**src/shared/spbe_pkg.sv**
```systemverilog
// spbe_pkg: constants, event kinds, states and carriers of the port
// self-test and error handler.
// assumes one 250 MHz controller clock shared by every user of this package.
package spbe_pkg;

  // ==========================================================================
  // register map (byte addresses, one 32-bit word each)
  localparam logic [7:0] SPBE_OFS_CTRL   = 8'h00;  // port start, switching enable
  localparam logic [7:0] SPBE_OFS_STAT   = 8'h04;  // running, detect, state
  localparam logic [7:0] SPBE_OFS_ERR    = 8'h08;  // error flags, write one to clear
  localparam logic [7:0] SPBE_OFS_SWERR  = 8'h0c;  // failing device, single device error
  localparam logic [7:0] SPBE_OFS_ACTTAG = 8'h10;  // active tag set

  // control word fields
  localparam int SPBE_CTRL_START_BIT = 0;
  localparam int SPBE_CTRL_FBS_BIT   = 1;
  // status word fields
  localparam int SPBE_STAT_CR_BIT    = 0;
  localparam int SPBE_STAT_FATAL_BIT = 1;
  localparam int SPBE_STAT_DET_LSB   = 4;
  localparam int SPBE_STAT_ST_LSB    = 8;
  // error word fields
  localparam int SPBE_ERR_IFS_BIT    = 0;
  localparam int SPBE_ERR_INFS_BIT   = 1;
  localparam int SPBE_ERR_TFES_BIT   = 2;
  localparam int SPBE_ERR_OFS_BIT    = 3;
  // switching error word fields
  localparam int SPBE_SW_SDE_BIT     = 0;
  localparam int SPBE_SW_DWE_LSB     = 8;

  // reset values and fixed codes
  localparam logic [1:0] SPBE_CTRL_RST    = 2'h0;
  localparam logic [3:0] SPBE_DET_LOOPBK  = 4'h4;  // detect code during far-end loopback
  localparam logic [3:0] SPBE_DET_RST     = 4'h0;

  // ==========================================================================
  // link and transport events, one per cycle at most
  typedef enum logic [4:0] {
    SPBE_EV_BIST_RX_FE   = 5'h00,  // self-test activation received, far-end loopback
    SPBE_EV_BIST_RX      = 5'h01,  // self-test activation received, other mode
    SPBE_EV_BIST_TX      = 5'h02,  // self-test activation sent
    SPBE_EV_SYNC_D2H     = 5'h03,
    SPBE_EV_SYNC_H2D_DAT = 5'h04,
    SPBE_EV_SYNC_H2D_ND  = 5'h05,
    SPBE_EV_RERR_DAT     = 5'h06,
    SPBE_EV_RERR_ND      = 5'h07,
    SPBE_EV_CRC_DAT      = 5'h08,
    SPBE_EV_CRC_ND       = 5'h09,
    SPBE_EV_SDB          = 5'h0a,  // set device bits frame received
    SPBE_EV_D2H_REG      = 5'h0b,
    SPBE_EV_PIO_SETUP    = 5'h0c,
    SPBE_EV_DMA_SETUP    = 5'h0d,
    SPBE_EV_OTHER_D2H    = 5'h0e,
    SPBE_EV_OVERFLOW     = 5'h0f,
    SPBE_EV_UNDERFLOW    = 5'h10
  } spbe_ev_kind_t;

  typedef struct packed {
    logic          valid;     // one-cycle strobe
    spbe_ev_kind_t kind;
    logic [3:0]    pm_port;   // device number carried by the frame
    logic          sts_err;   // error bit of status or ending status
    logic [31:0]   tags;      // completed tags (set device bits) or byte count
  } spbe_evt_t;

  typedef struct packed {
    logic          valid;     // one-cycle strobe: write byte count to header
    logic [31:0]   bytes;
  } spbe_hdr_t;

  // handler states, gray along idle -> error -> wait and idle -> self-test
  typedef enum logic [2:0] {
    SPBE_ST_IDLE    = 3'b000,
    SPBE_ST_NONFAT  = 3'b001,
    SPBE_ST_FATAL   = 3'b011,
    SPBE_ST_FB_IDLE = 3'b010,
    SPBE_ST_FE_LOOP = 3'b110,
    SPBE_ST_TEST    = 3'b111
  } spbe_state_t;

endpackage : spbe_pkg

```
**src/hw/spbe_handler.sv**
```systemverilog
// spbe_handler: per-port self-test entry/hold and link/transport error
// reaction, with a small register file on a plain strobe port.
// assumes link events and detect code come from logic on mclk_i; the
// software port never issues read and write strobes in the same cycle.
//
// How it works
// - port interrupt held until flags cleared
// - far-end loopback request: detect 4h, test
// - any activation frame outside the fatal wait enters and holds test
// - fatal condition held until start cleared
// - sync escape of D2H or data: fatal
// - sync escape non-data: fatal, switching nonfatal
// - R_ERR on data: fatal unless switching, posting continues
// - R_ERR on non-data: nonfatal flag
// - CRC on received data: fatal, keep posting
// - CRC on received non-data: nonfatal flag
// - erroneous set-device-bits: tags, taskfile, device
// - erroneous register frame: taskfile, device record
// - erroneous PIO setup: taskfile, device record
// - DMA setup without active slot: fatal
// - other frame without slot: dropped silently
// - overflow: flag, switching records device too
// - underflow: only write actual byte count
// - running indication cleared once start clear
// - nonfatal handling returns to proper idle
//
// The plain strobed port and the register offsets were decided locally.
`timescale 1ns/100ps
module spbe_handler
  import spbe_pkg::*;
#(
  parameter int DEV_W = 4,
  parameter int TAG_W = 32
) (
  input  wire logic        mclk_i,
  input  wire logic        rst_n_i,
  input  wire logic        ce_i,
  // software register port
  input  wire logic [7:0]  addr_i,
  input  wire logic [31:0] wdata_i,
  input  wire logic        wr_i,
  input  wire logic        rd_i,
  output logic      [31:0] rdata_o,
  // link side
  input  wire spbe_evt_t   evt_i,
  input  wire logic        slot_active_i,
  input  wire logic [3:0]  phy_det_i,
  // outcomes
  output logic             fis_post_o,
  output spbe_hdr_t        hdr_o,
  output logic [3:0]       link_detect_state_o,
  output logic             command_list_running_o,
  output logic             selftest_active_o,
  output logic             port_irq_o
);

  // ==========================================================================
  // elaboration checks
  initial begin
    if (DEV_W != 4) begin
      $error("spbe_handler: DEV_W must be 4");
    end
    if (TAG_W < 1 || TAG_W > 32) begin
      $error("spbe_handler: TAG_W must be 1..32");
    end
  end

  // ==========================================================================
  // state
  spbe_state_t       state_r;
  spbe_state_t       state_nxt;
  logic [1:0]        ctrl_r;
  logic              fatal_ifs_r;
  logic              nonfatal_r;
  logic              taskfile_r;
  logic              overflow_r;
  logic              sde_r;
  logic [DEV_W-1:0]  dwe_r;
  logic [TAG_W-1:0]  acttag_r;
  logic [3:0]        det_r;
  logic              cr_r;
  logic [31:0]       rdata_r;
  logic              post_r;
  spbe_hdr_t         hdr_r;

  logic port_start_ctl;
  logic fis_switching_enable;
  assign port_start_ctl       = ctrl_r[SPBE_CTRL_START_BIT];
  assign fis_switching_enable = ctrl_r[SPBE_CTRL_FBS_BIT];

  // ==========================================================================
  // event decode
  logic ev;
  logic is_d2h_fis;
  logic drop_fis;
  logic set_ifs;
  logic set_infs;
  logic set_tfes;
  logic set_ofs;
  logic set_sde;
  logic tag_upd;
  logic to_fatal;
  logic to_nonfat;
  logic bist_fe;
  logic bist_any;
  logic wr_err;
  logic wr_sw;
  logic in_test;

  assign ev      = evt_i.valid;
  assign in_test = (state_r == SPBE_ST_FE_LOOP) || (state_r == SPBE_ST_TEST);

  // frames that would be posted to memory
  always_comb begin
    case (evt_i.kind)
      SPBE_EV_SDB, SPBE_EV_D2H_REG, SPBE_EV_PIO_SETUP,
      SPBE_EV_DMA_SETUP, SPBE_EV_OTHER_D2H: is_d2h_fis = 1'b1;
      default:                              is_d2h_fis = 1'b0;
    endcase
  end

  // a non-DMA frame with no command slot open is swallowed whole
  assign drop_fis = ev && is_d2h_fis && !slot_active_i
                    && (evt_i.kind != SPBE_EV_DMA_SETUP);

  // set conditions per flag; a dropped frame touches nothing
  always_comb begin
    set_ifs  = 1'b0;
    set_infs = 1'b0;
    set_tfes = 1'b0;
    set_ofs  = 1'b0;
    set_sde  = 1'b0;
    tag_upd  = 1'b0;
    bist_fe  = 1'b0;
    bist_any = 1'b0;
    if (ev && !drop_fis && !in_test) begin
      case (evt_i.kind)
        SPBE_EV_BIST_RX_FE: begin
          bist_fe  = 1'b1;
          bist_any = 1'b1;
        end
        SPBE_EV_BIST_RX, SPBE_EV_BIST_TX: bist_any = 1'b1;
        SPBE_EV_SYNC_D2H, SPBE_EV_SYNC_H2D_DAT: set_ifs = 1'b1;
        SPBE_EV_SYNC_H2D_ND: begin
          set_ifs  = !fis_switching_enable;
          set_infs = fis_switching_enable;
          set_sde  = fis_switching_enable;
        end
        SPBE_EV_RERR_DAT: set_ifs = !fis_switching_enable;
        SPBE_EV_RERR_ND:  set_infs = 1'b1;
        SPBE_EV_CRC_DAT:  set_ifs = 1'b1;
        SPBE_EV_CRC_ND:   set_infs = 1'b1;
        SPBE_EV_SDB: begin
          tag_upd  = 1'b1;
          set_tfes = evt_i.sts_err;
          set_sde  = evt_i.sts_err && fis_switching_enable;
        end
        SPBE_EV_D2H_REG, SPBE_EV_PIO_SETUP: begin
          set_tfes = evt_i.sts_err;
          set_sde  = evt_i.sts_err && fis_switching_enable;
        end
        SPBE_EV_DMA_SETUP: set_ifs = !slot_active_i;
        SPBE_EV_OVERFLOW: begin
          set_ofs = 1'b1;
          set_sde = fis_switching_enable;
        end
        default: ;  // underflow raises nothing
      endcase
    end
  end

  // taskfile errors are fatal unless switching handles them per device
  assign to_fatal  = set_ifs || (set_tfes && !fis_switching_enable);
  assign to_nonfat = !to_fatal && (set_infs || set_ofs || set_sde);

  assign wr_err = wr_i && (addr_i == SPBE_OFS_ERR);
  assign wr_sw  = wr_i && (addr_i == SPBE_OFS_SWERR);

  // ==========================================================================
  // handler state machine
  always_comb begin
    state_nxt = state_r;
    case (state_r)
      // the nonfatal state decodes new events too, so a frame in its cycle is not lost
      SPBE_ST_IDLE, SPBE_ST_FB_IDLE, SPBE_ST_NONFAT: begin
        if (bist_fe) begin
          state_nxt = SPBE_ST_FE_LOOP;
        end else if (bist_any) begin
          state_nxt = SPBE_ST_TEST;
        end else if (to_fatal) begin
          state_nxt = SPBE_ST_FATAL;
        end else if (to_nonfat) begin
          state_nxt = SPBE_ST_NONFAT;
        end else begin
          state_nxt = fis_switching_enable ? SPBE_ST_FB_IDLE : SPBE_ST_IDLE;
        end
      end
      SPBE_ST_FATAL: begin
        if (!port_start_ctl) begin
          state_nxt = SPBE_ST_IDLE;
        end
      end
      SPBE_ST_FE_LOOP: state_nxt = SPBE_ST_TEST;
      SPBE_ST_TEST: begin
        if (!port_start_ctl) begin
          state_nxt = SPBE_ST_IDLE;
        end
      end
      default: state_nxt = SPBE_ST_IDLE;
    endcase
  end

  // events from the nonfatal state are decoded too, so none is lost
  always_ff @(posedge mclk_i or negedge rst_n_i) begin
    if (!rst_n_i) begin
      state_r <= SPBE_ST_IDLE;
    end else if (ce_i) begin
      state_r <= state_nxt;
    end
  end

  // ==========================================================================
  // control word
  always_ff @(posedge mclk_i or negedge rst_n_i) begin
    if (!rst_n_i) begin
      ctrl_r <= SPBE_CTRL_RST;
    end else if (ce_i && wr_i && addr_i == SPBE_OFS_CTRL) begin
      ctrl_r <= wdata_i[1:0];
    end
  end

  // ==========================================================================
  // error flags: write one clears, a same-cycle set wins
  always_ff @(posedge mclk_i or negedge rst_n_i) begin
    if (!rst_n_i) begin
      fatal_ifs_r <= 1'b0;
      nonfatal_r  <= 1'b0;
      taskfile_r  <= 1'b0;
      overflow_r  <= 1'b0;
    end else if (ce_i) begin
      // the fatal flag cannot be wiped while the port still waits for start low
      if (set_ifs) begin
        fatal_ifs_r <= 1'b1;
      end else if (wr_err && wdata_i[SPBE_ERR_IFS_BIT] && state_r != SPBE_ST_FATAL) begin
        fatal_ifs_r <= 1'b0;
      end
      if (set_infs) begin
        nonfatal_r <= 1'b1;
      end else if (wr_err && wdata_i[SPBE_ERR_INFS_BIT]) begin
        nonfatal_r <= 1'b0;
      end
      if (set_tfes) begin
        taskfile_r <= 1'b1;
      end else if (wr_err && wdata_i[SPBE_ERR_TFES_BIT]) begin
        taskfile_r <= 1'b0;
      end
      if (set_ofs) begin
        overflow_r <= 1'b1;
      end else if (wr_err && wdata_i[SPBE_ERR_OFS_BIT]) begin
        overflow_r <= 1'b0;
      end
    end
  end

  // ==========================================================================
  // single device error and failing device number
  always_ff @(posedge mclk_i or negedge rst_n_i) begin
    if (!rst_n_i) begin
      sde_r <= 1'b0;
      dwe_r <= '0;
    end else if (ce_i) begin
      if (set_sde) begin
        sde_r <= 1'b1;
        dwe_r <= evt_i.pm_port[DEV_W-1:0];
      end else if (wr_sw && wdata_i[SPBE_SW_SDE_BIT]) begin
        sde_r <= 1'b0;
      end
    end
  end

  // ==========================================================================
  // active tag set: software marks issued tags, set-device-bits retires them
  always_ff @(posedge mclk_i or negedge rst_n_i) begin
    if (!rst_n_i) begin
      acttag_r <= '0;
    end else if (ce_i) begin
      if (tag_upd) begin
        acttag_r <= acttag_r & ~evt_i.tags[TAG_W-1:0];
      end else if (wr_i && addr_i == SPBE_OFS_ACTTAG) begin
        acttag_r <= acttag_r | wdata_i[TAG_W-1:0];
      end
    end
  end

  // ==========================================================================
  // link detect code: forced during far-end loopback, held through test, else tracks the phy
  always_ff @(posedge mclk_i or negedge rst_n_i) begin
    if (!rst_n_i) begin
      det_r <= SPBE_DET_RST;
    end else if (ce_i) begin
      if (state_r == SPBE_ST_FE_LOOP) begin
        det_r <= SPBE_DET_LOOPBK;
      end else if (!in_test) begin
        det_r <= phy_det_i;
      end
    end
  end

  // ==========================================================================
  // command list running follows start; dropped one cycle after start goes low
  always_ff @(posedge mclk_i or negedge rst_n_i) begin
    if (!rst_n_i) begin
      cr_r <= 1'b0;
    end else if (ce_i) begin
      cr_r <= port_start_ctl;
    end
  end

  // ==========================================================================
  // posting and header update strobes
  always_ff @(posedge mclk_i or negedge rst_n_i) begin
    if (!rst_n_i) begin
      post_r <= 1'b0;
      hdr_r  <= '0;
    end else if (ce_i) begin
      // posting stays open through a fatal wait until start is cleared
      post_r      <= ev && is_d2h_fis && !drop_fis && port_start_ctl && !in_test;
      hdr_r.valid <= ev && (evt_i.kind == SPBE_EV_UNDERFLOW) && !in_test;
      if (ev && evt_i.kind == SPBE_EV_UNDERFLOW) begin
        hdr_r.bytes <= evt_i.tags;
      end
    end
  end

  // ==========================================================================
  // read data, valid only in the cycle after the read strobe
  always_ff @(posedge mclk_i or negedge rst_n_i) begin
    if (!rst_n_i) begin
      rdata_r <= '0;
    end else if (ce_i) begin
      rdata_r <= '0;
      if (rd_i) begin
        case (addr_i)
          SPBE_OFS_CTRL: rdata_r[1:0] <= ctrl_r;
          SPBE_OFS_STAT: begin
            rdata_r[SPBE_STAT_CR_BIT]                     <= cr_r;
            rdata_r[SPBE_STAT_FATAL_BIT]                  <= (state_r == SPBE_ST_FATAL);
            rdata_r[SPBE_STAT_DET_LSB +: 4]               <= det_r;
            rdata_r[SPBE_STAT_ST_LSB +: 3]                <= state_r;
          end
          SPBE_OFS_ERR: begin
            rdata_r[SPBE_ERR_IFS_BIT]  <= fatal_ifs_r;
            rdata_r[SPBE_ERR_INFS_BIT] <= nonfatal_r;
            rdata_r[SPBE_ERR_TFES_BIT] <= taskfile_r;
            rdata_r[SPBE_ERR_OFS_BIT]  <= overflow_r;
          end
          SPBE_OFS_SWERR: begin
            rdata_r[SPBE_SW_SDE_BIT]           <= sde_r;
            rdata_r[SPBE_SW_DWE_LSB +: DEV_W]  <= dwe_r;
          end
          SPBE_OFS_ACTTAG: rdata_r[TAG_W-1:0] <= acttag_r;
          default: rdata_r <= '0;  // unmapped reads as zero
        endcase
      end
    end
  end

  // ==========================================================================
  // outputs
  assign rdata_o                = rdata_r;
  assign fis_post_o             = post_r;
  assign hdr_o                  = hdr_r;
  assign link_detect_state_o    = det_r;
  assign command_list_running_o = cr_r;
  assign selftest_active_o      = in_test;
  // level from sticky flags: stays up until every flag is cleared
  assign port_irq_o = fatal_ifs_r | nonfatal_r | taskfile_r | overflow_r | sde_r;

endmodule : spbe_handler

```
**config.mk**
```make
export PLATFORM = sky130hd
export DESIGN_NAME = spbe_handler
export DESIGN_NICKNAME = d
export VERILOG_FILES = /design/src/shared/spbe_pkg.sv /design/src/hw/spbe_handler.sv
export SDC_FILE = /design/constraint.sdc
export NUM_CORES = 1
export LEC_CHECK = 0
export BUFFER_PORTS_ARGS = -buffer_cell sky130_fd_sc_hd__buf_4
export CAP_MARGIN = 10
export CORE_MARGIN = 8
export CORE_UTILIZATION = 40
export CTS_CLUSTER_DIAMETER = 80
export DETAILED_ROUTE_END_ITERATION = 10
export PLACE_DENSITY = 0.65
export SLEW_MARGIN = 15
export SYNTH_ARGS = -nofsm -noshare
export SYNTH_HDL_FRONTEND = slang
export SYNTH_SLANG_ARGS = --single-unit
```
**constraint.sdc**
```tcl
create_clock -name mclk_i -period 1.9 [get_ports mclk_i]
set_input_delay 0.095 -clock mclk_i [delete_from_list [all_inputs] [get_ports mclk_i]]
set_output_delay 0.095 -clock mclk_i [all_outputs]
set_load 0.01 [all_outputs]
```
==> metrics <==
CP cell instances maj3_1, o211ai_1, a211o_1, and2_1, o32a_1; Root Driver clkbuf_16; global-route wire length before repair 26400 um; Flop pwr share 0.396; sequential cell area 2930 um^2; Post-Synth Simple-Gate Area 0.101; Max clock buf depth 2; min Tclk post-route 1750 ps; Syn Area/Cell 10.8 um^2; RSZ-0062 raised after global routing false; Top FF cell, synth dfrtp_1; post-synth top area share 0.562; fillers 982; Critical Path RT 2190 ps; fmax 0.571 GHz; GRT Resource Usage Total 0.203; area occupied by multi-input gates 1980 um^2; final hold vios 0; top-count cell post-synth dfrtp_1; Comb power frac 0.150; Std-Cell Rows 41; yosys warns 0; Psw 1.68 mW; clock sink total 117; Final setup viols 0; I/O pin total 166; slowest cell on the critical path dfrtp_1; vias in the first global route 5061; htree depth 4; final clock skew 5.69 ps; Post-synth EDFFs 0; CTS Buf Count 17; Chip Height 130 um; Cell variety after synth 57; die width 130 um; fin nets 824; Net Count, Synth 576; Final Util 0.634; Post-Syn Instances 483; first-pass iteration count of the detailed router 6; die area 16900 um^2; Max Slew Vio Count 0; Synth Register Bits 117; synth top area cells dfrtp_1 (56%), mux2_2 (7.1%), a21oi_1 (7.0%); DRC viols 0; WL/cell 18.2 um; initial antenna violation count 0; type of the worst min-delay path primary input to flip-flop; PD cells 878 nW/um^2; critical path's top delay family compound AO/OA/AOI/OAI gates; CTS tree yes; CP Capture Type flip-flop; sequential share of the synthesized area 0.562; Leak Pwr 3.86 nW; initial core utilization 0.411; Int Pwr 5.36 mW; FFs w/ async S/R, synth 1.00; synthesized area 5210 um^2; Routed WL 16700 um; critical path fanouts, max 5; setup TNS 0 ps; adder-cell area share of the yosys netlist 0.00192; Final ANT Viol Nets 0; vias post-DR 4663; post-synthesis xor/xnor area fraction 0; gpl congestion 0.919; leading area contributor after synthesis dfrtp_1; DRT iter0 DRCs 304; Core ar. 12700 um^2; pin count of the biggest net entering global routing 41; MaxCap Viol Count 0; antenna diode count 0; DP HPWL 11700 um; Worst IR Drop VDD 0.501 mV; Cells after DPL 811; Crit Path Class flip-flop to flip-flop; post-synthesis mux area share 0.0988; total grt overflow 0; Clk pwr share 0.455; Area Overhead vs Synth 54.2%; Tightest Pin Transition 524 ps; slowest stage delay, CP 460 ps; Switching Share 0.239; Cell Count, Final, Fillers Out 916; Max-Slew Margin vs Limit 0.651; Port Buffers 165; postcts setup bufs 0; CP arrival 2040 ps; share of layout cells above drive strength 1 0.347; Synth Area in Compound Gates 0.176; number of vias per cell 5.09; clk slew on worst S/H paths 50 ps; status finished clean; buffers and inverters on the worst path 0; largest family of logic cells by synthesized area compound AO/OA/AOI/OAI gates; clock latency on the worst-skew pair 410 ps; CP startpoint kind flip-flop; top cells by count, synth dfrtp_1 (117), a21oi_1 (73), nand2_1 (45), inv_1 (41), o21ai_0 (35); Tcrit/Tclk final 0.922
path summary, 6_finish.rpt:
kind,start,slack (ps),to,depth (start not counted)
max,ctrl_r[1]$_DFFE_PN0P_,150,state_r[1]$_DFFE_PN0P_,5
min,wdata_i[29],10,acttag_r[29]$_DFFE_PN0P_,3
max reg2reg,ctrl_r[1]$_DFFE_PN0P_,150,state_r[1]$_DFFE_PN0P_,5
min reg2reg,acttag_r[24]$_DFFE_PN0P_,480,rdata_o[24]$_DFFE_PN0P_,2
max in group asynchronous,rst_n_i,1010,hdr_o[19]$_DFFE_PN0P_,3
min in group asynchronous,rst_n_i,210,rdata_o[13]$_DFFE_PN0P_,2
metal layers:
metal  global-route usage  share of wire  vias up
met5                    0              0        -
met2                0.336           0.49      166
li1                     -              -     2199
met1                0.231           0.41     2262
met3               0.0800          0.086       36
met4               0.0813          0.023        0
per-stage QoR:
step | worst slack, ps | power (mW) | hold WS [ps] | cell area [um^2]
final | 148 | 7.05 | 10.2 | 8030
after global routing | 79.7 | 7.35 | 10.8 | 8030
after CTS | 150 | 7.10 | 7.71 | 8030
after detailed placement | 143 | 3.76 | 112 | 6700
after global placement | 196 | 3.73 | 109 | 6700
after floorplan | 275 | 3.21 | -201 | 5210
worst min-delay path: cells and delay by family:
family / cells / cell delay [ps]
buffers and inverters: 1 / 90
AOI/OAI and AO/OA: 2 / 180
logic make-up (layout without fill, tap and decap cells):
group	count (synthesis)	count (layout)
simple gates	100	100
compound gates	150	150
flops	117	117
fa+ha+maj	1	1
mux	45	45
buf+inv	70	331
registers in the layout, indices dropped and copies added, names as in the netlist:
signal,cells
fis_post_o,1
command_list_running_o,1
ctrl_r,2
rdata_o,32
dwe_r,4
state_r,3
fatal_ifs_r,1
acttag_r,32
hdr_o,33
nonfatal_r,1
taskfile_r,1
overflow_r,1
link_detect_state_o,4
sde_r,1
repair_timing:
action                    CTS  global route
hold buffers               73             0
hold endpoints to repair  115             0
resized for setup           0             0
cell type report:
| cell class | count | area share |
|---|---|---|
| well taps | 172 | 0.0268 |
| inverters | 41 | 0.0192 |
| clock inverters | 9 | 0.0157 |
| multi-input cells | 296 | 0.247 |
| clock buffers | 23 | 0.0583 |
| flip-flops and latches | 117 | 0.365 |
| repair buffers | 258 | 0.269 |
power groups by stage:
stage / clock, mW / sequential [mW] / combinational [mW]
6_report: 3.20 / 2.79 / 1.05
5_1_grt: 3.40 / 2.81 / 1.14
4_1_cts: 3.26 / 2.78 / 1.06
3_5_place_dp: 0 / 2.83 / 0.931
3_3_place_gp: 0 / 2.82 / 0.913
2_1_floorplan: 0 / 2.84 / 0.366
cell usage in the layout, fill, tap and decap left out, drive strengths merged, types with 6 or more instances in the layout:
master / count
mux2i: 6
o22ai: 7
dfrtp: 117
dlygate4sd3: 73
clkbuf: 23
mux2: 39
inv: 41
nand2: 45
a21oi: 73
buf: 185
nand3: 11
nor2: 6
o21ai: 35
nor2b: 9
Power figures use the tool's default switching activity.
